File: src/vme_regs_pkg.sv
`default_nettype none
package vme_regs_pkg;

  // Register byte addresses on the Avalon-MM word bus
  localparam logic [5:0] ADDR_AMC      = 6'h00;
  localparam logic [5:0] ADDR_BUS_ERR  = 6'h04;
  localparam logic [5:0] ADDR_DMA_STAT = 6'h08;
  localparam logic [5:0] ADDR_SS0_C0   = 6'h0C;
  localparam logic [5:0] ADDR_SS0_TIM  = 6'h10;
  localparam logic [5:0] ADDR_SS1_C0   = 6'h14;
  localparam logic [5:0] ADDR_SS1_TIM  = 6'h18;
  localparam logic [5:0] ADDR_RELEASE  = 6'h1C;
  localparam logic [5:0] ADDR_IRQ_STAT = 6'h20;
  localparam logic [5:0] ADDR_IRQ_MASK = 6'h24;

  // DMA status field positions
  localparam int DMA_BUSY_BIT   = 0;
  localparam int DMA_LOCAL_BUS_ERROR_SIGNAL_BIT  = 1;
  localparam int DMA_VBERR_BIT  = 2;
  localparam int LOC_BERR_BIT   = 3;
  localparam int VME_BERR_BIT   = 4;
  localparam int WPOST_BIT      = 7;
  localparam logic [7:0] DMA_RSVD_ONES = 8'h60;
  localparam logic [7:0] DMA_STICKY    = 8'h1F;

  // Slave select control-0 fields
  localparam int SS_ACCEL_LSB  = 0;
  localparam int SS_SPACE_LSB  = 2;
  localparam int SS_D32_BIT    = 4;
  localparam int SS_SUPER_BIT  = 5;
  localparam int SS_MPOST_BIT  = 6;
  localparam int SS_SPOST_BIT  = 7;
  localparam logic [1:0] SPACE_A32 = 2'h0;
  localparam logic [1:0] SPACE_A24 = 2'h1;

  // Release control fields
  localparam int REL_BURST_LSB = 0;
  localparam int REL_MODE_LSB  = 6;

  // Reset values
  localparam logic [7:0] RST_ZERO = 8'h00;

  // Read data for unmapped addresses
  localparam logic [31:0] UNMAPPED_DATA = 32'h0000_0000;

  // Avalon-MM request
  typedef struct packed {
    logic [5:0]  address;
    logic        read;
    logic        write;
    logic [31:0] writedata;
    logic [3:0]  byteenable;
  } avmm_req_type;

  // Avalon-MM answer
  typedef struct packed {
    logic [31:0] readdata;
    logic        waitrequest;
  } avmm_rsp_type;

  // Hardware event inputs
  typedef struct packed {
    logic [7:0] bus_err_set;
    logic       dma_start;
    logic       dma_local_err;
    logic       dma_vme_err;
    logic       local_err;
    logic       vme_err;
    logic       post_held;
  } hw_event_type;

  // Decoded configuration out to the interface logic
  typedef struct packed {
    logic [1:0] ss0_accel;
    logic [1:0] ss0_space;
    logic       ss0_d32;
    logic       ss0_super;
    logic [1:0] ss0_timer;
    logic [7:0] ss0_timing;
    logic [1:0] ss1_accel;
    logic [1:0] ss1_space;
    logic       ss1_d32;
    logic       ss1_super;
    logic       ss1_mpost;
    logic       ss1_spost;
    logic [7:0] ss1_timing;
    logic [5:0] burst_len;
    logic [1:0] release_mode;
    logic [7:0] am_code;
  } vme_cfg_type;

endpackage
`default_nettype wire
File: src/event_sync.sv
`timescale 1ns/1ns
`default_nettype none
// Three-flop input synchroniser; change accepted when stages two and three agree
module event_sync (
  input  wire logic ref_clk,
  input  wire logic rstn,
  input  wire logic din,
  output var  logic dout
);

  typedef struct packed {
    logic s1;
    logic s2;
    logic s3;
    logic q;
  } sync_state_type;

  sync_state_type st_reg;
  sync_state_type st_next;

  // Shift chain and agreement filter
  always_comb begin
    st_next    = st_reg;
    st_next.s1 = din;
    st_next.s2 = st_reg.s1;
    st_next.s3 = st_reg.s2;
    if (st_reg.s2 == st_reg.s3) begin
      st_next.q = st_reg.s3;
    end
  end

  always_ff @(posedge ref_clk or negedge rstn) begin
    if (!rstn) begin
      st_reg <= '0;
    end else begin
      st_reg <= st_next;
    end
  end

  assign dout = st_reg.q;

endmodule // event_sync
`default_nettype wire

File: src/rise_detect.sv
`timescale 1ns/1ns
`default_nettype none
// One-cycle pulse on each rising edge of an already synchronised level
module rise_detect (
  input  wire logic ref_clk,
  input  wire logic rstn,
  input  wire logic level,
  output var  logic pulse
);

  typedef struct packed {
    logic last;
  } rise_state_type;

  rise_state_type st_reg;
  rise_state_type st_next;

  // Remember previous level
  always_comb begin
    st_next      = st_reg;
    st_next.last = level;
  end

  always_ff @(posedge ref_clk or negedge rstn) begin
    if (!rstn) begin
      st_reg <= '0;
    end else begin
      st_reg <= st_next;
    end
  end

  assign pulse = level & ~st_reg.last;

endmodule // rise_detect
`default_nettype wire

File: src/vme_interface_status_and_slave_config.sv
`timescale 1ns/1ns
`default_nettype none
module vme_interface_status_and_slave_config (
  input  wire logic                       ref_clk,
  input  wire logic                       rstn,
  input  wire vme_regs_pkg::avmm_req_type avs_req,
  output var  vme_regs_pkg::avmm_rsp_type avs_rsp,
  input  wire vme_regs_pkg::hw_event_type hw_events,
  output var  vme_regs_pkg::vme_cfg_type  cfg,
  output var  logic                       irq
);
  import vme_regs_pkg::*;

  // Event index in the interrupt status register
  localparam int EV_BUS_ERR = 0;
  localparam int EV_DMA_BSY = 1;
  localparam int EV_DMA_ERR = 2;
  localparam int EV_LOC_ERR = 3;
  localparam int EV_VME_ERR = 4;
  localparam int EV_COUNT   = 5;

  typedef struct packed {
    logic [7:0]          amc;
    logic [7:0]          bus_err;
    logic [7:0]          dma_flags;
    logic [7:0]          ss0_c0;
    logic [7:0]          ss0_tim;
    logic [7:0]          ss1_c0;
    logic [7:0]          ss1_tim;
    logic [7:0]          rel;
    logic [EV_COUNT-1:0] irq_stat;
    logic [EV_COUNT-1:0] irq_mask;
    logic [31:0]         rdata;
    logic                ack;
    logic                stall;
    logic                irq;
    vme_cfg_type         cfg;
  } regs_state_type;

  regs_state_type st_reg;
  regs_state_type st_next;

  // Byte-lane merge of a write into an 8-bit register on lane 0
  function automatic logic [7:0] lane_write(input logic [7:0] old_v, input avmm_req_type rq);
    lane_write = rq.byteenable[0] ? rq.writedata[7:0] : old_v;
  endfunction

  // Write-one-to-clear with set winning over clear
  function automatic logic [7:0] w1c_set(input logic [7:0] old_v, input logic [7:0] set_v,
                                         input logic [7:0] clr_v);
    w1c_set = (old_v & ~clr_v) | set_v;
  endfunction

  // Synchronised external status pins
  logic [7:0] bus_err_lvl;
  logic [7:0] bus_err_pulse;
  logic [5:0] misc_lvl;
  logic [5:0] misc_raw;
  logic [5:0] misc_pulse;

  assign misc_raw = {hw_events.dma_start, hw_events.dma_local_err, hw_events.dma_vme_err,
                     hw_events.local_err, hw_events.vme_err, hw_events.post_held};

  // Bus error condition pins
  for (genvar g = 0; g < 8; g++) begin : g_berr
    event_sync u_sync (
      .ref_clk (ref_clk),
      .rstn    (rstn),
      .din     (hw_events.bus_err_set[g]),
      .dout    (bus_err_lvl[g])
    );
    rise_detect u_rise (
      .ref_clk (ref_clk),
      .rstn    (rstn),
      .level   (bus_err_lvl[g]),
      .pulse   (bus_err_pulse[g])
    );
  end

  // DMA and error condition pins
  for (genvar g = 0; g < 6; g++) begin : g_misc
    event_sync u_sync (
      .ref_clk (ref_clk),
      .rstn    (rstn),
      .din     (misc_raw[g]),
      .dout    (misc_lvl[g])
    );
    rise_detect u_rise (
      .ref_clk (ref_clk),
      .rstn    (rstn),
      .level   (misc_lvl[g]),
      .pulse   (misc_pulse[g])
    );
  end

  // Decoded event pulses and the live posting level
  logic       ev_dma_start;
  logic       ev_dma_lerr;
  logic       ev_dma_verr;
  logic       ev_loc_err;
  logic       ev_vme_err;
  logic       post_level;
  logic [7:0] dma_set;

  assign ev_dma_start = misc_pulse[5];
  assign ev_dma_lerr  = misc_pulse[4];
  assign ev_dma_verr  = misc_pulse[3];
  assign ev_loc_err   = misc_pulse[2];
  assign ev_vme_err   = misc_pulse[1];
  assign post_level   = misc_lvl[0];

  // Sticky DMA status set vector
  always_comb begin
    dma_set                = 8'h00;
    dma_set[DMA_BUSY_BIT]  = ev_dma_start;
    dma_set[DMA_LOCAL_BUS_ERROR_SIGNAL_BIT] = ev_dma_lerr;
    dma_set[DMA_VBERR_BIT] = ev_dma_verr;
    dma_set[LOC_BERR_BIT]  = ev_loc_err;
    dma_set[VME_BERR_BIT]  = ev_vme_err;
  end

  // Interrupt event vector
  logic [EV_COUNT-1:0] irq_set;
  assign irq_set = {ev_vme_err, ev_loc_err, ev_dma_lerr | ev_dma_verr, ev_dma_start,
                    |bus_err_pulse};

  // Bus access qualifiers; reads load on entry, writes commit on the acknowledge edge
  logic        wr_go;
  logic        rd_go;
  logic [7:0]  wlane;
  logic [7:0]  dma_view;
  logic [31:0] rd_mux;

  assign wr_go = avs_req.write & st_reg.ack;
  assign rd_go = avs_req.read & ~st_reg.ack;
  assign wlane = avs_req.byteenable[0] ? avs_req.writedata[7:0] : 8'h00;

  // Live view of the DMA status: sticky bits, fixed ones, live posting flag
  always_comb begin
    dma_view            = (st_reg.dma_flags & DMA_STICKY) | DMA_RSVD_ONES;
    dma_view[WPOST_BIT] = post_level;
  end

  // Read data selection
  always_comb begin
    case (avs_req.address)
      ADDR_AMC:      rd_mux = {24'h00_0000, st_reg.amc};
      ADDR_BUS_ERR:  rd_mux = {24'h00_0000, st_reg.bus_err};
      ADDR_DMA_STAT: rd_mux = {24'h00_0000, dma_view};
      ADDR_SS0_C0:   rd_mux = {24'h00_0000, st_reg.ss0_c0};
      ADDR_SS0_TIM:  rd_mux = {24'h00_0000, st_reg.ss0_tim};
      ADDR_SS1_C0:   rd_mux = {24'h00_0000, st_reg.ss1_c0};
      ADDR_SS1_TIM:  rd_mux = {24'h00_0000, st_reg.ss1_tim};
      ADDR_RELEASE:  rd_mux = {24'h00_0000, st_reg.rel};
      ADDR_IRQ_STAT: rd_mux = {27'h000_0000, st_reg.irq_stat};
      ADDR_IRQ_MASK: rd_mux = {27'h000_0000, st_reg.irq_mask};
      default:       rd_mux = UNMAPPED_DATA;
    endcase
  end

  // Next-state logic for registers, handshake and outputs
  always_comb begin
    logic [7:0] berr_clr;
    logic [7:0] dma_clr;
    logic [EV_COUNT-1:0] irq_clr;
    berr_clr = 8'h00;
    dma_clr  = 8'h00;
    irq_clr  = '0;
    st_next  = st_reg;
    st_next.ack = (avs_req.read | avs_req.write) & ~st_reg.ack;
    st_next.stall = ~st_next.ack;   // Waitrequest kept in its own flop
    if (rd_go) begin
      st_next.rdata = rd_mux;
    end
    if (wr_go) begin
      case (avs_req.address)
        ADDR_AMC:      st_next.amc      = lane_write(st_reg.amc, avs_req);
        ADDR_SS0_C0:   st_next.ss0_c0   = lane_write(st_reg.ss0_c0, avs_req);
        ADDR_SS0_TIM:  st_next.ss0_tim  = lane_write(st_reg.ss0_tim, avs_req);
        ADDR_SS1_C0:   st_next.ss1_c0   = lane_write(st_reg.ss1_c0, avs_req);
        ADDR_SS1_TIM:  st_next.ss1_tim  = lane_write(st_reg.ss1_tim, avs_req);
        ADDR_RELEASE:  st_next.rel      = lane_write(st_reg.rel, avs_req);
        ADDR_BUS_ERR:  berr_clr = wlane;
        ADDR_DMA_STAT: dma_clr  = wlane & DMA_STICKY;
        ADDR_IRQ_STAT: irq_clr  = wlane[EV_COUNT-1:0];
        ADDR_IRQ_MASK: st_next.irq_mask = wlane[EV_COUNT-1:0];
        default: begin
        end
      endcase
    end
    // Sticky flags: events set, only processor writes clear, set wins
    st_next.bus_err   = w1c_set(st_reg.bus_err, bus_err_pulse, berr_clr);
    st_next.dma_flags = w1c_set(st_reg.dma_flags, dma_set, dma_clr);
    st_next.irq_stat  = (st_reg.irq_stat & ~irq_clr) | irq_set;
    st_next.irq       = |(st_next.irq_stat & st_next.irq_mask);
    // Configuration fields out to the interface logic
    st_next.cfg.ss0_accel    = st_next.ss0_c0[SS_ACCEL_LSB +: 2];
    st_next.cfg.ss0_space    = st_next.ss0_c0[SS_SPACE_LSB +: 2];
    st_next.cfg.ss0_d32      = st_next.ss0_c0[SS_D32_BIT];
    st_next.cfg.ss0_super    = st_next.ss0_c0[SS_SUPER_BIT];
    st_next.cfg.ss0_timer    = st_next.ss0_c0[SS_MPOST_BIT +: 2];
    st_next.cfg.ss0_timing   = st_next.ss0_tim;
    st_next.cfg.ss1_accel    = st_next.ss1_c0[SS_ACCEL_LSB +: 2];
    st_next.cfg.ss1_space    = st_next.ss1_c0[SS_SPACE_LSB +: 2];
    st_next.cfg.ss1_d32      = st_next.ss1_c0[SS_D32_BIT];
    st_next.cfg.ss1_super    = st_next.ss1_c0[SS_SUPER_BIT];
    st_next.cfg.ss1_mpost    = st_next.ss1_c0[SS_MPOST_BIT];
    st_next.cfg.ss1_spost    = st_next.ss1_c0[SS_SPOST_BIT];
    st_next.cfg.ss1_timing   = st_next.ss1_tim;
    st_next.cfg.burst_len    = st_next.rel[REL_BURST_LSB +: 6];
    st_next.cfg.release_mode = st_next.rel[REL_MODE_LSB +: 2];
    st_next.cfg.am_code      = st_next.amc;
  end

  // State register; waitrequest stands high through reset
  always_ff @(posedge ref_clk or negedge rstn) begin
    if (!rstn) begin
      st_reg       <= '0;
      st_reg.stall <= 1'b1;
    end else begin
      st_reg <= st_next;
    end
  end

  // Outputs straight from flip-flops
  assign avs_rsp             = '{readdata: st_reg.rdata, waitrequest: st_reg.stall};
  assign cfg                 = st_reg.cfg;
  assign irq                 = st_reg.irq;

endmodule // vme_interface_status_and_slave_config
`default_nettype wire

File: config.mk
export PLATFORM = sky130hd
export DESIGN_NAME = vme_interface_status_and_slave_config
export DESIGN_NICKNAME = d
export VERILOG_FILES = /design/src/vme_regs_pkg.sv /design/src/event_sync.sv /design/src/rise_detect.sv /design/src/vme_interface_status_and_slave_config.sv
export SDC_FILE = /design/constraint.sdc
export NUM_CORES = 1
export LEC_CHECK = 0
export ABC_AREA = 1
export BUFFER_PORTS_ARGS = -buffer_cell sky130_fd_sc_hd__buf_4
export CORE_MARGIN = 4
export CORE_UTILIZATION = 30
export CTS_CLUSTER_SIZE = 40
export DETAILED_ROUTE_END_ITERATION = 8
export GPL_ROUTABILITY_DRIVEN = 0
export PLACE_DENSITY = 0.51
export SYNTH_ARGS = -nofsm -noshare
export SYNTH_HDL_FRONTEND = slang
export SYNTH_HIERARCHICAL = 1
export SYNTH_SLANG_ARGS = --single-unit
File: constraint.sdc
create_clock -name ref_clk -period 1.5 [get_ports ref_clk]
set_input_delay 0.15 -clock ref_clk [delete_from_list [all_inputs] [get_ports ref_clk]]
set_output_delay 0.15 -clock ref_clk [all_outputs]
set_load 0.03 [all_outputs]
==> results.md, run 1 <==
* Standard-cell row count at 54
* Total setup violations reported at the end of the flow at 0
* Clock Sinks at 151
* Port-buffer cells at 90
* Count of pins over their slew limit at 0
* Setup WS pre-CTS at 0.04674 ns
* Cell with the largest stage delay on the worst path: sky130_fd_sc_hd__dfrtp_1
* Initial antenna violation count at 0
* Synth top area share at 56.65%
* Total die area at 0.02453 mm²
* DRC Markers at 0
* Crit-path cells: nand2_1 -> nor2_4 -> nand2_1 -> o21ai_1 -> nand2_1 -> nand2_1 -> nand2_1 -> inv_1 -> nand2_1
* Kind of critical path: register to register
* PD cells at 1231 mW/mm²
* RSZ-0062 raised after global routing: true
* CTS clk-pin slew, worst paths at 0.06 ns
* Fmax at 708.1 MHz
* Global-route wire length before repair at 24.58 mm
* Post-synthesis sequential area ratio at 57.04%
* Library cells used by synthesis at 23
* Static leakage power at 4.011 nW
* Fraction of layout cells with a size suffix above 1 at 21.81%
* Die height at 156.6 µm
* Most frequent cells in the layout: 204 x sky130_fd_sc_hd__nand2_1, 150 x sky130_fd_sc_hd__dfrtp_1, 102 x sky130_fd_sc_hd__buf_4
* Most Frequent Cell on Critical Path: sky130_fd_sc_hd__nand2_1
* Layout overhead on the synthesized area at 20.60%
* Worst clock skew on the final layout at 0.01041 ns
* Largest register FFs at 38
* Number of standard cells after synthesis at 731
* Setup Buffers After CTS at 0
* Critical path startpoint category: register
* Total via count after detailed routing at 4563
* Level count of the clock H-tree at 4
* Total Power Consumption at 9.837 mW
* Average cell area after synthesis at 9.065 µm²
* Cts bufs inserted at 17
* Diode insertion count for antenna repair at 0
* Top post-synthesis cells by area: sky130_fd_sc_hd__dfrtp_1 57%, sky130_fd_sc_hd__nand2_1 12%, sky130_fd_sc_hd__buf_4 9.3%
* Total congestion overflow at 0
* Insertion delay to the later sink of the worst-skew pair at 0.43 ns
* Time the final worst path needs with I/O delays and setup at 1.412 ns
* Netlist Area Pre-Place at 0.006626 mm²
* Number of global-route vias before repair at 4485
* Crit path setup slack, layout at 0.08772 ns
* Worst path max stage delay at 0.38 ns
* Type of the tightest min-delay check: input port to register
* Top cell family by delay on the critical path: simple AND/OR/NAND/NOR gates
* Maximum buffer depth of the clock tree at 2
* Status: finished, final reports clean
* Initial cell density of the core at 30.46%
* Fraction of the cycle the final worst path needs at 94.15%
* Post-route ant nets at 0
* IO Pins at 142
* Aggregate global-route resource usage at 13.17%
* Die Wd at 156.6 µm
* TritonRoute pass-1 iters at 4
* Standard cell core area at 0.02176 mm²
* TritonCTS clock tree: done
* Clock root buffer: sky130_fd_sc_hd__clkbuf_16
* Pin count of the biggest net entering global routing at 52
* Fin nets at 863
* Final hold violation count at 0
* Routed len/inst at 14.19 µm
* Crit path max fanout at 6
* Dpl hpwl at 11.67 mm
* Required time of the worst setup path at 1.82 ns
* Post-synth top area cell: sky130_fd_sc_hd__dfrtp_1
* Drt first-iter violations at 181
* Kind of end point of the critical path: register
* Most common cell after layout, fill and taps aside: sky130_fd_sc_hd__nand2_1
* Count of non-filler cells in the finished layout at 1096
* Sum of routed wire length over all layers at 15.55 mm
* Layout Utilization at 36.73%
* Placed Cells incl. Taps at 1049
* Crit path buffers/inverters at 1
* Yosys warning total at 6
* Number of storage elements in the synthesis netlist at 151
* Worst supply voltage drop on vdd at 738.1 µV
* CP Data Arrival Time at 1.73 ns
* Average vias per placed instance at 4.163
* Maximum Capacitance Violations at 0
synth_stat cells, drive strengths merged:
| library cell | count |
|---|---|
| nand2 | 212 |
| a21oi | 19 |
| nand4 | 6 |
| dfstp | 1 |
| dfrtp | 150 |
| o21ai | 65 |
| nor3 | 2 |
| buf | 92 |
| conb | 1 |
| or2 | 1 |
| nor2 | 68 |
| inv | 73 |
| nand3 | 41 |
layer usage:
| layer | up-vias | track usage (%) | wire length, µm |
|---|---|---|---|
| met2 | 92 | 20.26 | 7293 |
| met3 | 14 | 3.402 | 885 |
| met5 | - | 0 | 0 |
| li1 | 2335 | - | - |
| met1 | 2122 | 17.53 | 7100 |
| met4 | 0 | 5.909 | 268 |
repair_timing:
item                                    in CTS  in global routing
endpoints found under the setup margin       0                 41
endpoints found under the hold margin      114                  0
hold buffers                                15                  0
gates resized for setup                      0                  2
cell type report:
class | instances | area, µm²
repair buffers | 122 | 998.5
clock inverters | 11 | 147.6
flip-flops and latches | 151 | 3780
clock buffers | 21 | 460.4
fillers | 2237 | 13760
multi-input cells | 438 | 1981
inverters | 73 | 274.0
well taps | 280 | 350.3
worst paths after layout:
check	endpoint	from	slack [ns]	cells after the start
max	irq$_DFF_PN0_	st_reg[50]$_DFF_PN0_	0.09	9
min in group asynchronous	g_misc[5].u_sync/st_next[2]$_DFF_PN0_	rstn	0.18	2
max in group asynchronous	cfg[24]$_DFFE_PN0P_	rstn	0.71	3
max reg2reg	irq$_DFF_PN0_	st_reg[50]$_DFF_PN0_	0.09	9
min	st_reg[86]$_DFF_PN0_	avs_req[7]	0.03	3
min reg2reg	g_berr[4].u_sync/st_next[1]$_DFF_PN0_	g_berr[4].u_sync/st_next[2]$_DFF_PN0_	0.35	0
worst min-delay path: stages:
cell and delay [ns]:
sky130_fd_sc_hd__buf_4 0.09, sky130_fd_sc_hd__nand4_1 0.08, sky130_fd_sc_hd__nand2_1 0.09
per-stage QoR:
stage	TNS, ns	area (µm²)	hold slack [ns]
after detailed placement	0	7224	0.08288
after CTS	0	7983	0.01276
after floorplan	0	6713	-0.1456
final	0	7991	0.02973
after global placement	0	7224	0.08052
after global routing	-0.4296	7991	0.02263
power breakdown:
group	switching (mW)	total, mW	leakage [nW]	internal, mW
logic	0.650	0.985	1.86	0.334
clock network	1.69	4.40	0.297	2.71
registers	0.157	4.46	1.85	4.30
kinds of logic after synthesis:
group | count (synthesis) | synth area share [%]
AOI/OAI and AO/OA | 84 | 6.344
DFF | 151 | 57.04
buffers and inverters | 165 | 14.44
and+or+nand+nor | 330 | 22.11
other | 1 | 0.05659
Note: power is estimated with default switching activity, not from simulation.
==> run 2, diff against run 1 <==
PLACE_DENSITY = not set   (was 0.51)
==> run 2 against run 1 <==
The run now ends with negative setup slack left. First-iteration DRC count rose by 110%. Register-to-register slack got worse by 0.09 ns. Critical path depth fell by 3. Fmax fell by 5.9%. Flip-flop and latch count did not move. Clock-buffer cell count fell by 1. Die area did not move.
==> results.md, run 2 (synthesis gave the netlist of run 1 again) <==
* Status: finished, violations left
* Violations in the final reports: negative setup slack
* Maximum buffer depth of the clock tree at 2 (unchanged)
* Clock Sinks at 151 (unchanged)
* Launching instance or port of the critical path: st_reg[50]$_DFF_PN0_
* Final hold violation count at 0 (unchanged)
* Dpl hpwl at 11.46 mm (-1.8%)
* Clock root buffer: sky130_fd_sc_hd__clkbuf_16
* Type of the tightest min-delay check: input port to register
* Drt first-iter violations at 373 (+110%)
* Crit path max fanout at 16 (+10)
* TritonRoute pass-1 iters at 5 (+1)
* Kind of end point of the critical path: register
* Worst path max stage delay at 0.39 ns (about the same)
* TritonCTS clock tree: done
* Hold path startpoint: avs_req[6]
* Total congestion overflow at 0 (unchanged)
* Post-placement cell area at 0.007217 mm² (-0.10%)
* Insertion delay to the later sink of the worst-skew pair at 0.42 ns (about the same)
* Most Frequent Cell on Critical Path: sky130_fd_sc_hd__nand2_2
* Diode insertion count for antenna repair at 0 (unchanged)
* Time the final worst path needs with I/O delays and setup at 1.501 ns (+0.08824 ns)
* DRC Markers at 0 (unchanged)
* Die Wd at 156.6 µm (unchanged)
* Worst clock skew on the final layout at 0.006279 ns (-0.004133 ns)
* CTS clk-pin slew, worst paths at 0.06 ns (about the same)
* Count of pins over their slew limit at 0 (unchanged)
* Fraction of layout cells with a size suffix above 1 at 23.39% (+1.6 points)
* Layout Utilization at 37.27% (+0.53 points)
* Crit-path cells: nand2_2 -> nor2_4 -> buf_4 -> nand2_2 -> nand2_1 -> o21ai_0
* Initial cell density of the core at 30.46% (unchanged)
* Port-buffer cells at 90 (unchanged)
* Critical path startpoint category: register
* PD cells at 1258 mW/mm² (+2.2%)
* Startpoint of the worst-slack reg-to-reg timing path: st_reg[50]$_DFF_PN0_
* RSZ-0062 raised after global routing: true
* Fmax at 666.4 MHz (-5.9%)
* Finished Cell Area at 0.008108 mm² (+1.5%)
* CP Data Arrival Time at 1.78 ns (+0.05 ns)
* Global-route wire length before repair at 24.15 mm (-1.8%)
* Number of global-route vias before repair at 4490 (+0.11%)
* Standard-cell row count at 54 (unchanged)
* Required time of the worst setup path at 1.78 ns (-0.04 ns)
* Tightest hold margin at 0.03317 ns (+0.003434 ns)
* Total die area at 0.02453 mm² (unchanged)
* # fillers at 2196 (-1.8%)
* Standard cell core area at 0.02176 mm² (unchanged)
* Footprint of the flip-flops and latches at 0.003780 mm² (unchanged)
* Pin count of the biggest net entering global routing at 50 (-3.8%)
* Fin nets at 868 (+0.58%)
* Crit path setup slack, layout at -0.0005196 ns (-0.08824 ns)
* Most common cell after layout, fill and taps aside: sky130_fd_sc_hd__nand2_1
* Sum of routed wire length over all layers at 15.33 mm (-1.4%)
* Level count of the clock H-tree at 4 (unchanged)
* Largest register FFs at 38 (unchanged)
* Total via count after detailed routing at 4671 (+2.4%)
* Area taken by multi-input logic gates at 0.002004 mm² (+1.2%)
* Setup WS pre-CTS at 0.01871 ns (-0.02803 ns)
* Routed len/inst at 13.93 µm (-1.8%)
* Layout overhead on the synthesized area at 22.36%
* Cts bufs inserted at 17 (unchanged)
* Average vias per placed instance at 4.243 (+1.9%)
* TNS Setup at -0.0005196 ns (-0.0005196 ns)
* Fraction of the cycle the final worst path needs at 100.0% (+5.9 points)
* Cell with the largest stage delay on the worst path: sky130_fd_sc_hd__dfrtp_1
* Initial antenna violation count at 0 (unchanged)
* Worst supply voltage drop on vdd at 639.3 µV (-13%)
* Aggregate global-route resource usage at 13.01% (-0.16 points)
* Total setup violations reported at the end of the flow at 1 (+1)
* Kind of critical path: register to register
* Die height at 156.6 µm (unchanged)
* Static leakage power at 4.085 nW (+1.8%)
* IO Pins at 142 (unchanged)
* Maximum Capacitance Violations at 0 (unchanged)
* Post-route ant nets at 0 (unchanged)
* Most frequent cells in the layout: 200 x sky130_fd_sc_hd__nand2_1, 150 x sky130_fd_sc_hd__dfrtp_1, 107 x sky130_fd_sc_hd__buf_4
==> run 2: changes by cell type in the layout (fill, tap and decap cells not counted), sizes merged <==
cell      previous run  this run
buf                107       112
bufinv               3         5
clkbuf              21        20
clkinvlp             1         0
==> run 2: power by group <==
part           switching (mW)  internal [mW]  total [mW]
clock network            1.67           3.08        4.75
registers               0.154           4.30        4.45
logic                   0.655          0.344        1.00
==> run 2: layout make-up <==
type / instances / area share, %
clock buffer: 20 / 5.756
clock inverter: 12 / 2.423
inverter: 73 / 3.380
multi-input combinational: 438 / 24.72
sequential: 151 / 46.62
tap: 280 / 4.321
timing repair buffer: 127 / 12.78
==> run 2: critical path, delay by kind of cell, from the launching register on <==
kind	cells	cell delay [ns]
simple gates	4	0.62
buf+inv	1	0.24
compound gates	1	0.10
flops	1	0.39
==> run 2: final timing paths <==
kind | endpoint | slack [ns] | cells past startpoint
max | cfg[28]$_DFFE_PN0P_ | -0.0005 | 6
min | st_reg[85]$_DFF_PN0_ | 0.03 | 3
max reg2reg | cfg[28]$_DFFE_PN0P_ | -0.0005 | 6
min reg2reg | g_berr[7].u_sync/st_next[1]$_DFF_PN0_ | 0.34 | 0
max in group asynchronous | avs_rsp[0]$_DFF_PN1_ | 0.83 | 3
min in group asynchronous | g_misc[5].u_sync/st_next[2]$_DFF_PN0_ | 0.13 | 2
==> run 2: through the flow <==
step / total power [mW] / std cells
2_1_floorplan: 5.182 / 754
3_3_place_gp: 5.480 / 1048
3_5_place_dp: 5.499 / 1048
4_1_cts: 10.33 / 1095
5_1_grt: 10.63 / 1101
6_report: 10.20 / 1101
==> run 2: metal layers <==
layer  wire length [µm]  vias up  global-route usage [%]
met2               7267      146                   20.61
met4                359        0                   5.165
met3               1186       25                   3.789
met1               6519     2160                   16.83
li1                   -     2340                       -
met5                  0        -                       0
==> run 2: timing repair <==
item	CTS	global route
resized for setup	0	11
setup buffers	0	6
hold buffers	15	0
hold endpoints to repair	164	0
setup endpoints to repair	0	42
